<file path="config.mk">
export PLATFORM = sky130hd
export DESIGN_NAME = asp_spi_port
export DESIGN_NICKNAME = d
export VERILOG_FILES = /design/src/shared/asp_pkg.sv /design/src/design/asp_spi_port.sv /design/src/design/asp_edge.sv
export SDC_FILE = /design/constraint.sdc
export NUM_CORES = 1
export LEC_CHECK = 0
export ABC_CLOCK_PERIOD_IN_PS = 2300
export BUFFER_PORTS_ARGS = -buffer_cell sky130_fd_sc_hd__buf_2
export CAP_MARGIN = 15
export CORE_MARGIN = 8
export CORE_UTILIZATION = 45
export DETAILED_ROUTE_END_ITERATION = 16
export PLACE_DENSITY = 0.7
export SLEW_MARGIN = 30
export SYNTH_ARGS = -nofsm -noshare
export SYNTH_HDL_FRONTEND = slang
export SYNTH_SLANG_ARGS = --single-unit
</file>
<file path="constraint.sdc">
create_clock -name sys_clk_i -period 2.3 [get_ports sys_clk_i]
set_input_delay 0.115 -clock sys_clk_i [delete_from_list [all_inputs] [get_ports sys_clk_i]]
set_output_delay 0.115 -clock sys_clk_i [all_outputs]
set_load 0.1 [all_outputs]
</file>
<file path="src/shared/asp_pkg.sv">
// shared constants of the accelerometer serial slave port
package asp_pkg;

    ////////////////////////////////////////////////////////////////////////////
    // frame geometry
    localparam int unsigned FRAME_BITS = 16;        // serial clocks in a normal frame
    localparam int unsigned ADDR_BITS  = 6;         // register address width
    localparam int unsigned DATA_BITS  = 8;         // register and data byte width
    localparam int unsigned CNT_BITS   = 5;         // width of the serial clock counter
    localparam logic [4:0]  CNT_FULL   = 5'h10;     // counter value of a complete frame
    localparam logic [4:0]  CNT_SAT    = 5'h1F;     // counter stops here on overlong frames
    localparam logic [4:0]  CNT_ADDR   = 5'h05;     // rising edges seen before the last address bit

    ////////////////////////////////////////////////////////////////////////////
    // positions inside the received 16-bit word (bit 15 arrives first)
    localparam int unsigned RX_ADDR_MSB = 15;       // top address bit
    localparam int unsigned RX_ADDR_LSB = 10;       // bottom address bit
    localparam int unsigned RX_DIR_BIT  = 9;        // direction bit, 1 means write
    localparam int unsigned RX_ADDRESS_PARITY_BIT = 8;        // address parity bit

    ////////////////////////////////////////////////////////////////////////////
    // header bit numbers on the output line, counted from 1
    localparam logic [4:0] HDR_FRAME_ERROR_FLAG_IDX  = 5'h02;   // previous frame error
    localparam logic [4:0] HDR_POWER_ON_RESET_FLAG_IDX = 5'h03;   // power-on reset flag
    localparam logic [4:0] HDR_ALARM_IDX = 5'h04;   // diagnostic alarm
    localparam logic [4:0] HDR_CLIP_IDX  = 5'h05;   // clip flag
    localparam logic [4:0] HDR_ZERO_IDX  = 5'h06;   // fixed zero
    localparam logic [4:0] HDR_ONE_IDX   = 5'h07;   // fixed one
    localparam logic [4:0] HDR_DATA_PARITY_IDX  = 5'h08;   // data parity
    localparam logic [4:0] DATA_LAST_IDX = 5'h10;   // last data bit

    ////////////////////////////////////////////////////////////////////////////
    // register addresses
    localparam logic [5:0] ADDR_REVISION  = 6'h00;  // revision_code, read only
    localparam logic [5:0] ADDR_CTRL      = 6'h01;  // control
    localparam logic [5:0] ADDR_STATUS    = 6'h02;  // status
    localparam logic [5:0] ADDR_X_LOW     = 6'h04;  // x acceleration, low byte
    localparam logic [5:0] ADDR_X_HIGH    = 6'h05;  // x acceleration, high byte
    localparam logic [5:0] ADDR_Y_LOW     = 6'h06;  // y acceleration, low byte
    localparam logic [5:0] ADDR_Y_HIGH    = 6'h07;  // y acceleration, high byte
    localparam logic [5:0] ADDR_Z_LOW     = 6'h08;  // z acceleration, low byte
    localparam logic [5:0] ADDR_Z_HIGH    = 6'h09;  // z acceleration, high byte
    localparam logic [5:0] ADDR_COMPONENT = 6'h27;  // component_code

    ////////////////////////////////////////////////////////////////////////////
    // field positions and reset values
    localparam int unsigned CTRL_POWER_ON_RESET_FLAG_BIT  = 6;    // power_on_reset_flag in control
    localparam int unsigned CTRL_OUTDIS_BIT = 0;    // output_disable_bit in control
    localparam int unsigned STAT_FRAME_ERROR_FLAG_BIT   = 0;    // frame_error_flag in status
    localparam int unsigned COMP_MULTI_BIT  = 7;    // axis-count bit of component_code
    localparam logic [7:0]  CTRL_RESET      = 8'h00;   // control bits other than the flag
    localparam logic [7:0]  COMP_RESET      = 8'h00;   // before the non-volatile load
    localparam logic [7:0]  READ_RESERVED   = 8'h00;   // answer for unmapped addresses
    localparam logic        POWER_ON_RESET_FLAG_RESET     = 1'b1;    // flag stands after power-up

    ////////////////////////////////////////////////////////////////////////////
    // frame state
    typedef enum logic [0:0] {
        ST_IDLE  = 1'b0,                            // select high, line floated
        ST_FRAME = 1'b1                             // select low, shifting
    } asp_state_t;

endpackage

</file>
<file path="src/design/asp_spi_port.sv">
`timescale 1ns/100ps
module asp_spi_port #(
    parameter int unsigned AXIS_BITS     = 16,      // width of one acceleration value
    parameter logic [7:0]  REVISION_CODE = 8'h5A,   // arbitrary value
    parameter logic        MULTI_AXIS    = 1'b1     // 1 on multi-axis variants
) (
    // clock, reset and enable
    input  wire logic                 sys_clk_i,
    input  wire logic                 rst_n_i,
    input  wire logic                 ce_i,
    // serial pins
    input  wire logic                 select_low_i,
    input  wire logic                 sck_i,
    input  wire logic                 mosi_i,
    output logic                      miso_o,
    output logic                      miso_oe_o,
    // sensor side
    input  wire logic [AXIS_BITS-1:0] accel_x_i,
    input  wire logic [AXIS_BITS-1:0] accel_y_i,
    input  wire logic [AXIS_BITS-1:0] accel_z_i,
    input  wire logic                 diagnostic_alarm_i,
    input  wire logic                 clip_flag_i,
    input  wire logic                 undervoltage_i,
    input  wire logic [7:0]           nvm_component_code_i
);
    import asp_pkg::*;

    ////////////////////////////////////////////////////////////////////////////
    // elaboration check: two frames carry exactly one value
    if (AXIS_BITS != 2 * DATA_BITS) begin : g_bad_width
        $error("AXIS_BITS must be twice the byte width");
    end

    ////////////////////////////////////////////////////////////////////////////
    // state
    asp_state_t  state;                             // frame state
    logic [4:0]  cnt;                               // rising serial clocks in this frame
    logic [15:0] rx;                                // received bits, first bit on top
    logic        miso_q;                            // output line flop
    logic [7:0]  read_byte;                         // byte answered in this frame
    logic [3:0]  hdr;                               // frame error, reset, alarm, clip
    logic [7:0]  ctrl;                              // control, flag bit unused here
    logic        power_on_reset_flag;                             // power_on_reset_flag
    logic [7:0]  component_code;                    // user-visible copy
    logic        loaded;                            // non-volatile copy taken
    logic        frame_err;                         // frame_error_flag
    asp_state_t  next_state;
    logic [4:0]  next_cnt;
    logic [15:0] next_rx;
    logic [7:0]  next_read_byte, next_ctrl, next_component_code;
    logic [3:0]  next_hdr;
    logic        next_miso, next_power_on_reset_flag, next_loaded, next_frame_err;

    // pin edges
    logic sck_rise, sck_fall, sel_rise, sel_fall;

    asp_edge #(.RESET_LEVEL(1'b0)) u_sck_edge (
        .sys_clk_i (sys_clk_i),
        .rst_n_i   (rst_n_i),
        .ce_i      (ce_i),
        .level_i   (sck_i),
        .rise_o    (sck_rise),
        .fall_o    (sck_fall)
    );

    asp_edge #(.RESET_LEVEL(1'b1)) u_sel_edge (
        .sys_clk_i (sys_clk_i),
        .rst_n_i   (rst_n_i),
        .ce_i      (ce_i),
        .level_i   (select_low_i),
        .rise_o    (sel_rise),
        .fall_o    (sel_fall)
    );

    ////////////////////////////////////////////////////////////////////////////
    // decoding shared by the read path and the checks
    function automatic logic addr_mapped(input logic [5:0] a);
        case (a)
            ADDR_REVISION, ADDR_CTRL, ADDR_STATUS, ADDR_X_LOW, ADDR_X_HIGH,
            ADDR_Y_LOW, ADDR_Y_HIGH, ADDR_Z_LOW, ADDR_Z_HIGH,
            ADDR_COMPONENT: addr_mapped = 1'b1;
            default:        addr_mapped = 1'b0;
        endcase
    endfunction

    // register contents as seen at the address capture point
    function automatic logic [7:0] reg_read(input logic [5:0] a);
        reg_read = READ_RESERVED;
        case (a)
            ADDR_REVISION:  reg_read = REVISION_CODE;
            ADDR_CTRL: begin
                reg_read = ctrl;
                reg_read[CTRL_POWER_ON_RESET_FLAG_BIT] = power_on_reset_flag;
            end
            ADDR_STATUS:    reg_read[STAT_FRAME_ERROR_FLAG_BIT] = frame_err;
            ADDR_X_LOW:     reg_read = accel_x_i[7:0];
            ADDR_X_HIGH:    reg_read = accel_x_i[15:8];
            ADDR_Y_LOW:     reg_read = accel_y_i[7:0];
            ADDR_Y_HIGH:    reg_read = accel_y_i[15:8];
            ADDR_Z_LOW:     reg_read = accel_z_i[7:0];
            ADDR_Z_HIGH:    reg_read = accel_z_i[15:8];
            ADDR_COMPONENT: reg_read = component_code;
            default:        reg_read = READ_RESERVED;
        endcase
    endfunction

    // value of output bit number idx (1..16) of the current frame
    function automatic logic out_bit(input logic [4:0] idx, input logic [3:0] h,
                                     input logic [7:0] rb);
        case (idx)
            HDR_FRAME_ERROR_FLAG_IDX:  out_bit = h[3];
            HDR_POWER_ON_RESET_FLAG_IDX: out_bit = h[2];
            HDR_ALARM_IDX: out_bit = h[1];
            HDR_CLIP_IDX:  out_bit = h[0];
            HDR_ZERO_IDX:  out_bit = 1'b0;
            HDR_ONE_IDX:   out_bit = 1'b1;
            HDR_DATA_PARITY_IDX:  out_bit = ~^rb;
            default: begin
                // data bits, most significant first; bit 1 is left at zero
                if (idx > HDR_DATA_PARITY_IDX && idx <= DATA_LAST_IDX) begin
                    out_bit = rb[3'(DATA_LAST_IDX - idx)];
                end else begin
                    out_bit = 1'b0;
                end
            end
        endcase
    endfunction

    ////////////////////////////////////////////////////////////////////////////
    // frame close decisions
    logic       close;                              // select rose while in a frame
    logic       len_ok;                             // exactly sixteen rising clocks
    logic       par_ok;                             // odd ones over address byte
    logic       frame_bad;                          // invalid frame
    logic       do_write;                           // accepted write at this close
    logic [5:0] wr_addr;
    logic [7:0] wr_data;

    assign close     = (state == ST_FRAME) && sel_rise;
    assign len_ok    = (cnt == CNT_FULL);
    assign par_ok    = ^rx[RX_ADDR_MSB:RX_ADDRESS_PARITY_BIT];
    assign frame_bad = !len_ok || !par_ok;
    assign wr_addr   = rx[RX_ADDR_MSB:RX_ADDR_LSB];
    assign wr_data   = rx[7:0];
    // a read with bad address parity still answers, but the flag is raised
    assign do_write  = close && !frame_bad && rx[RX_DIR_BIT];

    ////////////////////////////////////////////////////////////////////////////
    // frame engine: next values
    always_comb begin
        next_state     = state;
        next_cnt       = cnt;
        next_rx        = rx;
        next_miso      = miso_q;
        next_read_byte = read_byte;
        next_hdr       = hdr;
        case (state)
            ST_IDLE: begin
                if (sel_fall) begin
                    next_state = ST_FRAME;
                    next_cnt   = '0;
                    next_miso  = 1'b0;
                    // status snapshot so the header is stable for the frame
                    next_hdr   = {frame_err, power_on_reset_flag, diagnostic_alarm_i, clip_flag_i};
                end
            end
            ST_FRAME: begin
                if (sel_rise) begin
                    next_state = ST_IDLE;
                end else begin
                    if (sck_rise) begin
                        next_rx = {rx[14:0], mosi_i};
                        // saturate so an overlong frame never wraps to sixteen
                        if (cnt != CNT_SAT) begin
                            next_cnt = cnt + 5'h01;
                        end
                        // the sixth bit completes the address: fetch the answer
                        if (cnt == CNT_ADDR) begin
                            next_read_byte = reg_read({rx[4:0], mosi_i});
                        end
                    end
                    // output moves on the fall only, one bit ahead of sampling
                    if (sck_fall && cnt != '0 && cnt < CNT_FULL) begin
                        next_miso = out_bit(cnt + 5'h01, hdr, read_byte);
                    end
                end
            end
            default: next_state = ST_IDLE;
        endcase
    end

    // frame engine: registers
    always_ff @(posedge sys_clk_i or negedge rst_n_i) begin
        if (!rst_n_i) begin
            state     <= ST_IDLE;
            cnt       <= '0;
            rx        <= '0;
            miso_q    <= 1'b0;
            read_byte <= '0;
            hdr       <= '0;
        end else if (ce_i) begin
            state     <= next_state;
            cnt       <= next_cnt;
            rx        <= next_rx;
            miso_q    <= next_miso;
            read_byte <= next_read_byte;
            hdr       <= next_hdr;
        end
    end

    ////////////////////////////////////////////////////////////////////////////
    // register file: next values
    always_comb begin
        next_ctrl           = ctrl;
        next_power_on_reset_flag          = power_on_reset_flag;
        next_component_code = component_code;
        next_loaded         = 1'b1;
        next_frame_err      = frame_err;
        // non-volatile copy is taken once, after reset release
        if (!loaded) begin
            next_component_code = nvm_component_code_i;
            next_component_code[COMP_MULTI_BIT] = MULTI_AXIS;
        end
        if (close) begin
            next_frame_err = frame_bad;
        end
        if (do_write) begin
            case (wr_addr)
                ADDR_CTRL: begin
                    next_ctrl = wr_data;
                    // the flag can only be cleared from the serial side
                    if (!wr_data[CTRL_POWER_ON_RESET_FLAG_BIT]) begin
                        next_power_on_reset_flag = 1'b0;
                    end
                end
                // user writes replace the user-visible copy, never the non-volatile source
                ADDR_COMPONENT: next_component_code = wr_data;
                default: next_ctrl = ctrl;
            endcase
        end
        // an undervoltage event wins over a clear in the same cycle
        if (undervoltage_i) begin
            next_power_on_reset_flag = 1'b1;
        end
    end

    // register file: registers
    always_ff @(posedge sys_clk_i or negedge rst_n_i) begin
        if (!rst_n_i) begin
            ctrl           <= CTRL_RESET;
            power_on_reset_flag          <= POWER_ON_RESET_FLAG_RESET;
            component_code <= COMP_RESET;
            loaded         <= 1'b0;
            frame_err      <= 1'b0;
        end else if (ce_i) begin
            ctrl           <= next_ctrl;
            power_on_reset_flag          <= next_power_on_reset_flag;
            component_code <= next_component_code;
            loaded         <= next_loaded;
            frame_err      <= next_frame_err;
        end
    end

    ////////////////////////////////////////////////////////////////////////////
    // the enable follows the pin directly: the line is driven as select falls, the first bit one clock later
    assign miso_o    = miso_q;
    assign miso_oe_o = !select_low_i && !ctrl[CTRL_OUTDIS_BIT];
endmodule

</file>
<file path="src/design/asp_edge.sv">
`timescale 1ns/100ps
// edge finder for a pin that is already synchronous to the system clock
module asp_edge #(
    parameter logic RESET_LEVEL = 1'b0              // idle level of the pin
) (
    // clock and reset
    input  wire logic sys_clk_i,
    input  wire logic rst_n_i,
    input  wire logic ce_i,
    // pin and its edges
    input  wire logic level_i,
    output logic      rise_o,
    output logic      fall_o
);

    logic last;                                     // pin level one enabled cycle ago
    logic next_last;

    // edges are gated by the enable so that a frozen block sees none
    assign rise_o = ce_i & level_i & ~last;
    assign fall_o = ce_i & ~level_i & last;

    // next value of the history flop
    always_comb begin
        next_last = level_i;
    end

    // history flop holds while the enable is low
    always_ff @(posedge sys_clk_i or negedge rst_n_i) begin
        if (!rst_n_i) begin
            last <= RESET_LEVEL;
        end else if (ce_i) begin
            last <= next_last;
        end
    end

endmodule

</file>
-- Yosys cells after proc, flatten, opt, wreduce, memory -nomap -nowiden
Cells that the tools add are included.
- add/subtract/negate cells: 2
- magnitude comparators: 4
- eq/ne operators: 27
- multiplexer cells: 25
- bitwise logic cells: 14
- reductions and logical operators: 27
- operators with widths (kind ; number):
    case mux 7 bit (9 select lines) ; 1
    equality test 5 x 3 -> 1 bit (second input constant) ; 5
    equality test 6 x 3 -> 1 bit (second input constant) ; 4
    two-way mux 8 bit ; 3
    two-way mux 5 bit ; 4
    equality test 6 x 1 -> 1 bit (second input constant) ; 2
    equality test 6 x 4 -> 1 bit (second input constant) ; 2
    equality test 6 bit (second input constant) ; 2
    AND reduction 4 bit ; 3
    two-way mux 1 bit ; 11
    equality test 5 x 2 -> 1 bit (second input constant) ; 2
    case mux 5 bit (2 select lines) ; 1
    AND reduction 5 bit ; 2
    case mux 1 bit (9 select lines) ; 1
    bitwise AND 1 bit ; 8
    XNOR reduction 8 bit ; 1
    XOR reduction 8 bit ; 1
    logical AND 1 bit ; 7
    case mux 1 bit (7 select lines) ; 1
    equality test 6 x 2 -> 1 bit (second input constant) ; 1
    logical NOT 6 bit ; 1
    != test 2 x 1 -> 1 bit (second input constant) ; 3
    != test 2 bit (second input constant) ; 3
    inverter 1 bit ; 6
    17 further kinds ; 24
- flip-flop bits (word level): 56
- input port bits: 65
- logic and storage cells: 112

-- Longest topological paths before layout
Gate-level depths: netlist (run 1).
- word-level depth: 9
- depth in mapped cells: 9
- gate-level depth less buffers: 8

-- Cells and area by module
Synthesis (run 1) repeated with hierarchy kept, for this count alone.
- cell total of the unflattened synthesis: 313
- area, all modules: 3360.7 µm²
- modules (own cells, without submodules) (module ; instances ; cells each ; area each (µm²) ; seq. area each (µm²)):
    asp_spi_port ; 1 ; 305 ; 3239.4 ; 1327.5
    asp_edge (u_sel_edge) ; 1 ; 4 ; 61.3 ; 26.3
    asp_edge (u_sck_edge) ; 1 ; 4 ; 60.1 ; 25.0

-- Worst setup path before layout (run 1)
Ideal clock, no wire load.
- path type: reg-to-reg
- from: register cnt[0]
- to: register ctrl[0]
- arrival time: 2094 ps
- required time: 2175 ps
- slack: 81 ps
- cell stages (with the launch flop): 10
- path buffers: 2
- cells stage by stage: dfrtp_1 clkbuf_1 inv_1 ha_1 nor3b_2 and2_1 nand2_1 or3_1 buf_6 mux2_4
- longest elaborated chain between the ends: 7
- ends and longest elaborated chain (what ; RTL line ; source):
    start, declared ; asp_spi_port.sv:37 ; logic [4:0] cnt;
    start signal, assigned ; asp_spi_port.sv:203 ; cnt <= next_cnt;
    equality test 5 bit ; asp_spi_port.sv:140 ; assign len_ok = (cnt == CNT_FULL);
    logical NOT 1 bit ; asp_spi_port.sv:142 ; assign frame_bad = !len_ok || !par_ok;
    logical OR 1 bit ; asp_spi_port.sv:142 ;
    logical NOT 1 bit ; asp_spi_port.sv:146 ; assign do_write = close && !frame_bad && rx[RX_DIR_BIT];
    logical AND 1 bit (2 in a row) ; asp_spi_port.sv:146 ;
    AND reduction 3 bit (no source line) ; - ;
    end signal, assigned ; asp_spi_port.sv:256 ; ctrl <= next_ctrl;
    end, declared ; asp_spi_port.sv:42 ; logic [7:0] ctrl;
Every way passes these cells.
A chain may end at the register's enable or synchronous reset.

-- Worst setup path after layout (run 1)
- from: register rx[12]
- to: register ctrl[3]
- longest elaborated chain between the ends: 7
- elaborated cells between the ends (all ways): 8
- ends and longest elaborated chain (what ; RTL line ; source):
    start, declared ; asp_spi_port.sv:38 ; logic [15:0] rx;
    start signal, assigned ; asp_spi_port.sv:204 ; rx <= next_rx;
    XOR reduction 8 bit ; asp_spi_port.sv:141 ; assign par_ok = ^rx[RX_ADDR_MSB:RX_ADDRESS_PARITY_BIT];
    logical NOT 1 bit ; asp_spi_port.sv:142 ;
    logical OR 1 bit ; asp_spi_port.sv:142 ;
    logical NOT 1 bit ; asp_spi_port.sv:146 ;
    logical AND 1 bit (2 in a row) ; asp_spi_port.sv:146 ;
    AND reduction 3 bit (no source line) * ; - ;
Mark *: on every way between the ends. The rest lies on a longest branch, timed or not.

==> metrics.csv, run 1 <==
metric,value,unit
status,finished clean,
n_antenna_cell,0,
setup_tns,0,ns
nFillCells,702,
die_w,104,µm
fin_ws,0.107,ns
clock-skew-final,0.00878,ns
cts_root_buffer,clkbuf_8,
rr_worst_depth,8,
post-route-drc-count,0,
layout.cells.non_filler,491,
maxSlewHeadroom,48.9,%
synth-seq-cells,55,
gr-total-overflow,0,
async_reset_ff_share,100,%
multi_input_area,0.00200,mm²
timing.fmax,456,MHz
routed_wl,8460,µm
worst_ep_arrival_time,2.39,ns
clock_sinks,55,
htree_num_levels,2,
vias,2705,
hold_viol_final,0,
path_cells,inv_1 > ha_4 > xnor2_2 > xnor3_1 > nand2_1 > or3_1 > buf_6 > mux2_4,
nets,465,
routedWlPerCell,17.2,µm
grt_pass1_wl,13900,µm
insertion_delay,0.31,ns
period_share,95.4,%
dr.pass1.iters,4,
place_inst,480,
syn_nets,391,
grt_usage,15.6,%
path_class,register to register,
synthCells,314,
holdWs,0.0332,ns
worstSetupEndpoint,ctrl[3],
power.switching,1430,µW
rrSetupSlack,0.11,ns
worstPathRequired,2.49,ns
seq_area,0.00138,mm²
initial_core_util,45.7,%
synth_edf_count,0,
synth_warnings,0,
min_path_type,input pin to register,
min_period,2.19,ns
numCtsBuffers,5,
total_leakage_power,0.00188,µW
swShare,38.4,%
cellInternalPower,2290,µW
coreArea,0.00761,mm²
syn_area_per_cell,11.1,µm²
cp-startpoint,rx[12],
ir_worst_vdd,0.444,mV
cts_tree,built,
numPortBuffers,65,
path_clk_slew,0.10,ns
crit_buf_inv,2,
drv_slew,0,
drive_gt1_share,38.8,%
r2r-start,rx[12],
rsz0062_at_grt,no,
setup_violations,0,
grt_max_degree,34,
synth_top_flop_cell,dfrtp_1,
syn_area,0.00347,mm²
startpoint_type,register,
synth_cell_type_count,53,
critPathSlowestCell,dfrtp_1,
seqPwrFrac,37.8,%
reg2reg_to,ctrl[3],
max_stage_delay,0.41,ns
pre_cts_slack,0.0484,ns
cp_top_family,simple AND/OR/NAND/NOR gates,
clkPwrFrac,14.4,%
endpoint_kind,register,
path_depth,8,
post-dp-hpwl,6510,µm
drt_iter0_drc,114,
antenna_found_initial,0,
postRouteAntennaNets,0,
syn_to_final_growth,18.7,%
worst_slew_pin_slew,0.766,ns
via_per_inst,5.51,
num_rows,32,
grt_pass1_vias,2782,
max-cap-violations,0,
die-area,0.0108,mm²
die_h,104,µm
gp_congestion,0.912,
cts_buffer_depth,2,
ys_seq_area_share,39.7,%
pin_count,67,
combPwrFrac,47.9,%
crit_fanout,8,
pwr_density_cell,902,mW/mm²
metrics by stage:
stage	power [µW]	instance area (µm²)	utilization, %
floorplan	2590	3470	-
global placement	3040	3950	51.9
detailed placement	3080	3950	51.9
CTS	3620	4040	53.1
global route	3960	4120	54.2
finish	3720	4120	54.2
kinds of logic after synthesis:
group                    count (synthesis)  share of synthesized area, %
XOR/XNOR                                14                          3.93
AO/OA/AOI/OAI                           61                          12.5
flip-flops                              55                          39.7
multiplexers                            56                          21.1
buffers and inverters                   33                          4.47
adder cells (fa/ha/maj)                 12                          4.32
AND/OR/NAND/NOR                         83                          13.9
final cells by class:
class                           instances  share of cell area [%]
Multi-Input combinational cell        226                    48.6
Sequential cell                        55                    33.5
Timing Repair Buffer                   83                    11.3
Tap cell                              102                    3.10
Clock buffer                            6                    1.76
Inverter                               17                    1.55
Clock inverter                          2                   0.304
power groups by stage:
stage          clock (µW)  sequential [µW]  combinational (µW)
2_1_floorplan           0             1380                1220
3_3_place_gp            0             1410                1630
3_5_place_dp            0             1420                1660
4_1_cts               553             1400                1670
5_1_grt               588             1440                1930
6_report              534             1400                1780
registers in the layout, summed over array words and instances (netlist names):
register,flops
read_byte,8
rx,16
miso_o,1
cnt,5
state,1
frame_err,1
hdr,4
component_code,8
u_sck_edge.last,1
ctrl,7
power_on_reset_flag,1
loaded,1
u_sel_edge.last,1
cells in the mapped netlist (2+ instances only):
| library cell | n | share of area [%] |
|---|---|---|
| dfrtp_1 | 53 | 38 |
| mux2_2 | 31 | 10 |
| nand2_1 | 21 | 2.3 |
| inv_1 | 17 | 1.8 |
| a22oi_1 | 14 | 3.0 |
| nand3_1 | 14 | 2.0 |
| nor2_1 | 13 | 1.4 |
| o21ai_0 | 13 | 1.9 |
| xnor2_1 | 13 | 3.3 |
| ha_1 | 12 | 4.3 |
| nor2b_1 | 11 | 2.0 |
| mux2i_1 | 10 | 2.9 |
| mux4_2 | 8 | 5.2 |
| o2bb2ai_1 | 8 | 2.0 |
| clkbuf_1 | 7 | 0.76 |
| mux2_4 | 7 | 3.0 |
| a21oi_1 | 6 | 0.86 |
| a32oi_1 | 4 | 1.0 |
| buf_2 | 4 | 0.58 |
| buf_4 | 3 | 0.65 |
| a211o_1 | 2 | 0.50 |
| and3_1 | 2 | 0.36 |
| and4_1 | 2 | 0.50 |
| buf_6 | 2 | 0.65 |
| dfstp_2 | 2 | 1.5 |
| nand2b_1 | 2 | 0.36 |
| nand4_1 | 2 | 0.36 |
| nor3b_2 | 2 | 0.72 |
| o211ai_1 | 2 | 0.43 |
| o21a_1 | 2 | 0.43 |
| o22ai_1 | 2 | 0.36 |
| or3_1 | 2 | 0.36 |
timing repair:
item | in CTS | in global routing
endpoints found under the hold margin | 29 | 0
setup buffers | 0 | 1
hold buffers | 1 | 0
gates resized for setup | 0 | 10
endpoints found under the setup margin | 0 | 15
routing by layer:
| metal | global-route usage (%) | part of all wire [%] | vias up |
|---|---|---|---|
| li1 | - | - | 1301 |
| met1 | 20.5 | 45 | 1327 |
| met2 | 26.2 | 51 | 69 |
| met3 | 2.73 | 3.4 | 8 |
| met4 | 3.00 | 0.65 | 0 |
| met5 | 0 | 0 | - |
worst min-delay path by stage:
stage | start | end | slack [ns] | depth (start not counted)
detailed placement | rst_n_i | rx[13] | 0.23 | 1
global route | diagnostic_alarm_i | hdr[1] | 0.03 | 2
floorplan | rst_n_i | cnt[0] | -0.18 | 0
global placement | rst_n_i | rx[13] | 0.22 | 1
finish | diagnostic_alarm_i | hdr[1] | 0.03 | 2
CTS | diagnostic_alarm_i | hdr[1] | 0.02 | 2
placed cells by master, fill, tap and decap left out, types with 2 or more instances in the layout:
| cell | count |
|---|---|
| a211o_1 | 2 |
| ha_1 | 10 |
| a21oi_1 | 6 |
| nor4b_4 | 2 |
| ha_4 | 2 |
| nand3_1 | 14 |
| o22ai_1 | 2 |
| nor2_1 | 13 |
| a22oi_1 | 14 |
| and4_1 | 2 |
| nor2b_1 | 11 |
| nand4_1 | 2 |
| buf_2 | 66 |
| and3_1 | 2 |
| mux2i_1 | 10 |
| xnor2_2 | 2 |
| xnor2_1 | 11 |
| o21a_1 | 2 |
| a32oi_1 | 4 |
| o211ai_1 | 2 |
| o21ai_0 | 13 |
| clkbuf_8 | 5 |
| nand2b_1 | 2 |
| mux2_2 | 31 |
| o2bb2ai_1 | 8 |
| buf_4 | 15 |
| mux4_2 | 8 |
| dfrtp_1 | 53 |
| inv_1 | 16 |
| or3_1 | 2 |
| dfstp_2 | 2 |
| mux2_4 | 7 |
| nand2_1 | 21 |
Power figures use the tool's default switching activity.
==> inputs of run 2 (changes only) <==
--- a/config.mk
+++ b/config.mk
@@ -10,6 +10,7 @@
 export CAP_MARGIN = 15
 export CORE_MARGIN = 8
 export CORE_UTILIZATION = 45
+export CTS_BUF_LIST = sky130_fd_sc_hd__clkbuf_4
 export DETAILED_ROUTE_END_ITERATION = 16
 export PLACE_DENSITY = 0.7
 export SLEW_MARGIN = 30
==> run 2 against run 1 <==
  * Clock power fell by 18%
  * Largest cell class unchanged
  * Non-clock buffer count rose by 6
  * Sequential cell count did not move
  * Register-to-register slack improved by 0.03 ns
  * Critical endpoint is now miso_o
  * Clock-buffer cell count did not move
  * Largest power group unchanged
==> metrics.csv, run 2 (synthesized netlist as in run 1, its figures left out) <==
metric,value,unit,change
status,finished clean,,
critPathSlowestCell,dfrtp_1,,
coreArea,0.00761,mm²,unchanged
via_per_inst,5.48,,-0.51%
setup_violations,0,,unchanged
r2r-start,cnt[0],,
die-area,0.0108,mm²,unchanged
cts_buffer_depth,2,,unchanged
routedWlPerCell,17.1,µm,-0.75%
worstPathRequired,2.60,ns,+0.11 ns
holdWs,0.0436,ns,+0.0105 ns
timing.fmax,461,MHz,+1.2%
maxSlewHeadroom,48.6,%,-0.31 points
postRouteAntennaNets,0,,unchanged
grt_pass1_wl,14000,µm,+0.14%
worst_ep_arrival_time,2.47,ns,+0.08 ns
top_register,rx,,
cp-startpoint,cnt[0],,
pin_count,67,,unchanged
min_period,2.17,ns,-0.0250 ns
grt_max_degree,34,,unchanged
ir_worst_vdd,0.446,mV,+0.28%
clock_sinks,55,,unchanged
dpl_cell_area,0.00395,mm²,unchanged
drt_iter0_drc,135,,+18%
startpoint_type,register,,
worst_slew_pin_slew,0.771,ns,+0.00465 ns
routed_wl,8500,µm,+0.46%
insertion_delay,0.38,ns,+0.07 ns
htree_num_levels,2,,unchanged
max_stage_delay,0.44,ns,+0.03 ns
dr.pass1.iters,4,,unchanged
initial_core_util,45.7,%,unchanged
grt_pass1_vias,2808,,+0.93%
total_leakage_power,0.00188,µW,+0.17%
nets,471,,+1.3%
nFillCells,695,,-1.0%
path_cells,buf_4 > ha_1 > and3_1 > ha_1 > nand3_1 > or2_2 > a211o_1 > o211ai_1,,
die_h,104,µm,unchanged
numCtsBuffers,5,,unchanged
rsz0062_at_grt,yes,,
crit_path_frequent_cell,ha_1,,
vias,2724,,+0.70%
num_rows,32,,unchanged
reg2reg_to,miso_o,,
drive_gt1_share,40.3,%,+1.4 points
path_class,register to register,,
pwr_density_cell,866,mW/mm²,-3.9%
drv_slew,0,,unchanged
design_area,0.00416,mm²,+1.0%
gp_congestion,0.912,,unchanged
antenna_found_initial,0,,unchanged
worstSetupEndpoint,miso_o,,
final_cell_mix,"buf_2 (66), dfrtp_1 (53), mux2_2 (31), nand2_1 (21), buf_4 (17)",,
rrSetupSlack,0.13,ns,+0.03 ns
numPortBuffers,65,,unchanged
final_common_cell,buf_2,,
crit_fanout,6,,-2
cts_tree,built,,
clock-skew-final,0.0173,ns,+0.00851 ns
period_share,94.3,%,-1.1 points
max-cap-violations,0,,unchanged
die_w,104,µm,unchanged
min_path_type,input pin to register,,
cts_root_buffer,clkbuf_4,,
endpoint_kind,register,,
syn_to_final_growth,19.9,%,
hold_viol_final,0,,unchanged
path_clk_slew,0.16,ns,+0.06 ns
gr-total-overflow,0,,unchanged
post-dp-hpwl,6510,µm,unchanged
reg.largest.list,"rx (16), component_code (8), read_byte (8)",,
rr_worst_depth,8,,unchanged
n_antenna_cell,0,,unchanged
grt_usage,15.6,%,about the same
post-route-drc-count,0,,unchanged
largest_register_ffs,16,,unchanged
## run 2: cell count changes in the layout (fill, tap and decap cells not counted), sizes merged
cell | previous run | this run
dlygate4sd3 | 1 | 5
buf | 82 | 84
## run 2: area by class of cell
class / count / area, µm² / area share, %
Inverter: 17 / 63.8 / 1.53
Tap cell: 102 / 128 / 3.06
Timing Repair Buffer: 89 / 519 / 12.5
Clock buffer: 6 / 45.0 / 1.08
Sequential cell: 55 / 1380 / 33.1
Multi-Input combinational cell: 226 / 2020 / 48.4
Clock inverter: 2 / 12.5 / 0.300
## run 2: how the worst min path moves through the flow
stage          cells after the start            from                   to
2_1_floorplan                      0         rst_n_i               cnt[0]
3_3_place_gp                       1         rst_n_i               rx[13]
3_5_place_dp                       1         rst_n_i               rx[13]
4_1_cts                            3            ce_i      u_sel_edge.last
5_1_grt                            3  undervoltage_i  power_on_reset_flag
6_report                           3            ce_i      u_sel_edge.last
## run 2: metrics by stage
| step | utilization [%] | instances | worst slack (ns) | TNS (ns) | power, µW |
|---|---|---|---|---|---|
| 2_1_floorplan | - | 314 | 0.0813 | 0 | 2590 |
| 3_3_place_gp | 51.9 | 480 | 0.101 | 0 | 3040 |
| 3_5_place_dp | 51.9 | 480 | 0.0484 | 0 | 3080 |
| 4_1_cts | 53.4 | 493 | 0.0370 | 0 | 3570 |
| 5_1_grt | 54.7 | 497 | -0.00546 | -0.00721 | 3850 |
| 6_report | 54.7 | 497 | 0.132 | 0 | 3610 |
## run 2: power by group
part	total, µW	switching, µW	internal [µW]
logic	1760	858	901
clock network	440	309	131
registers	1410	253	1160
## run 2: timing repair
item	in CTS	in global routing
setup endpoints to repair	4	15
gates cloned	0	1
hold endpoints to repair	34	0
setup buffers	0	3
hold buffers	5	0
resized for setup	1	14
pin swaps	0	5
## run 2: worst max-delay path, delay by kind of cell, from the launching register on
family	cells	cell delay, ns
compound gates	2	0.33
flops	1	0.44
simple gates	3	0.56
buf+inv	1	0.17
fa+ha+maj	2	0.59
## run 2: routing by layer
layer,GRT usage [%],vias to the layer above,part of all wire [%]
met5,0,-,0
met4,3.00,0,0.48
met3,2.60,7,3.9
met2,26.3,74,51
met1,20.5,1334,45
li1,-,1309,-
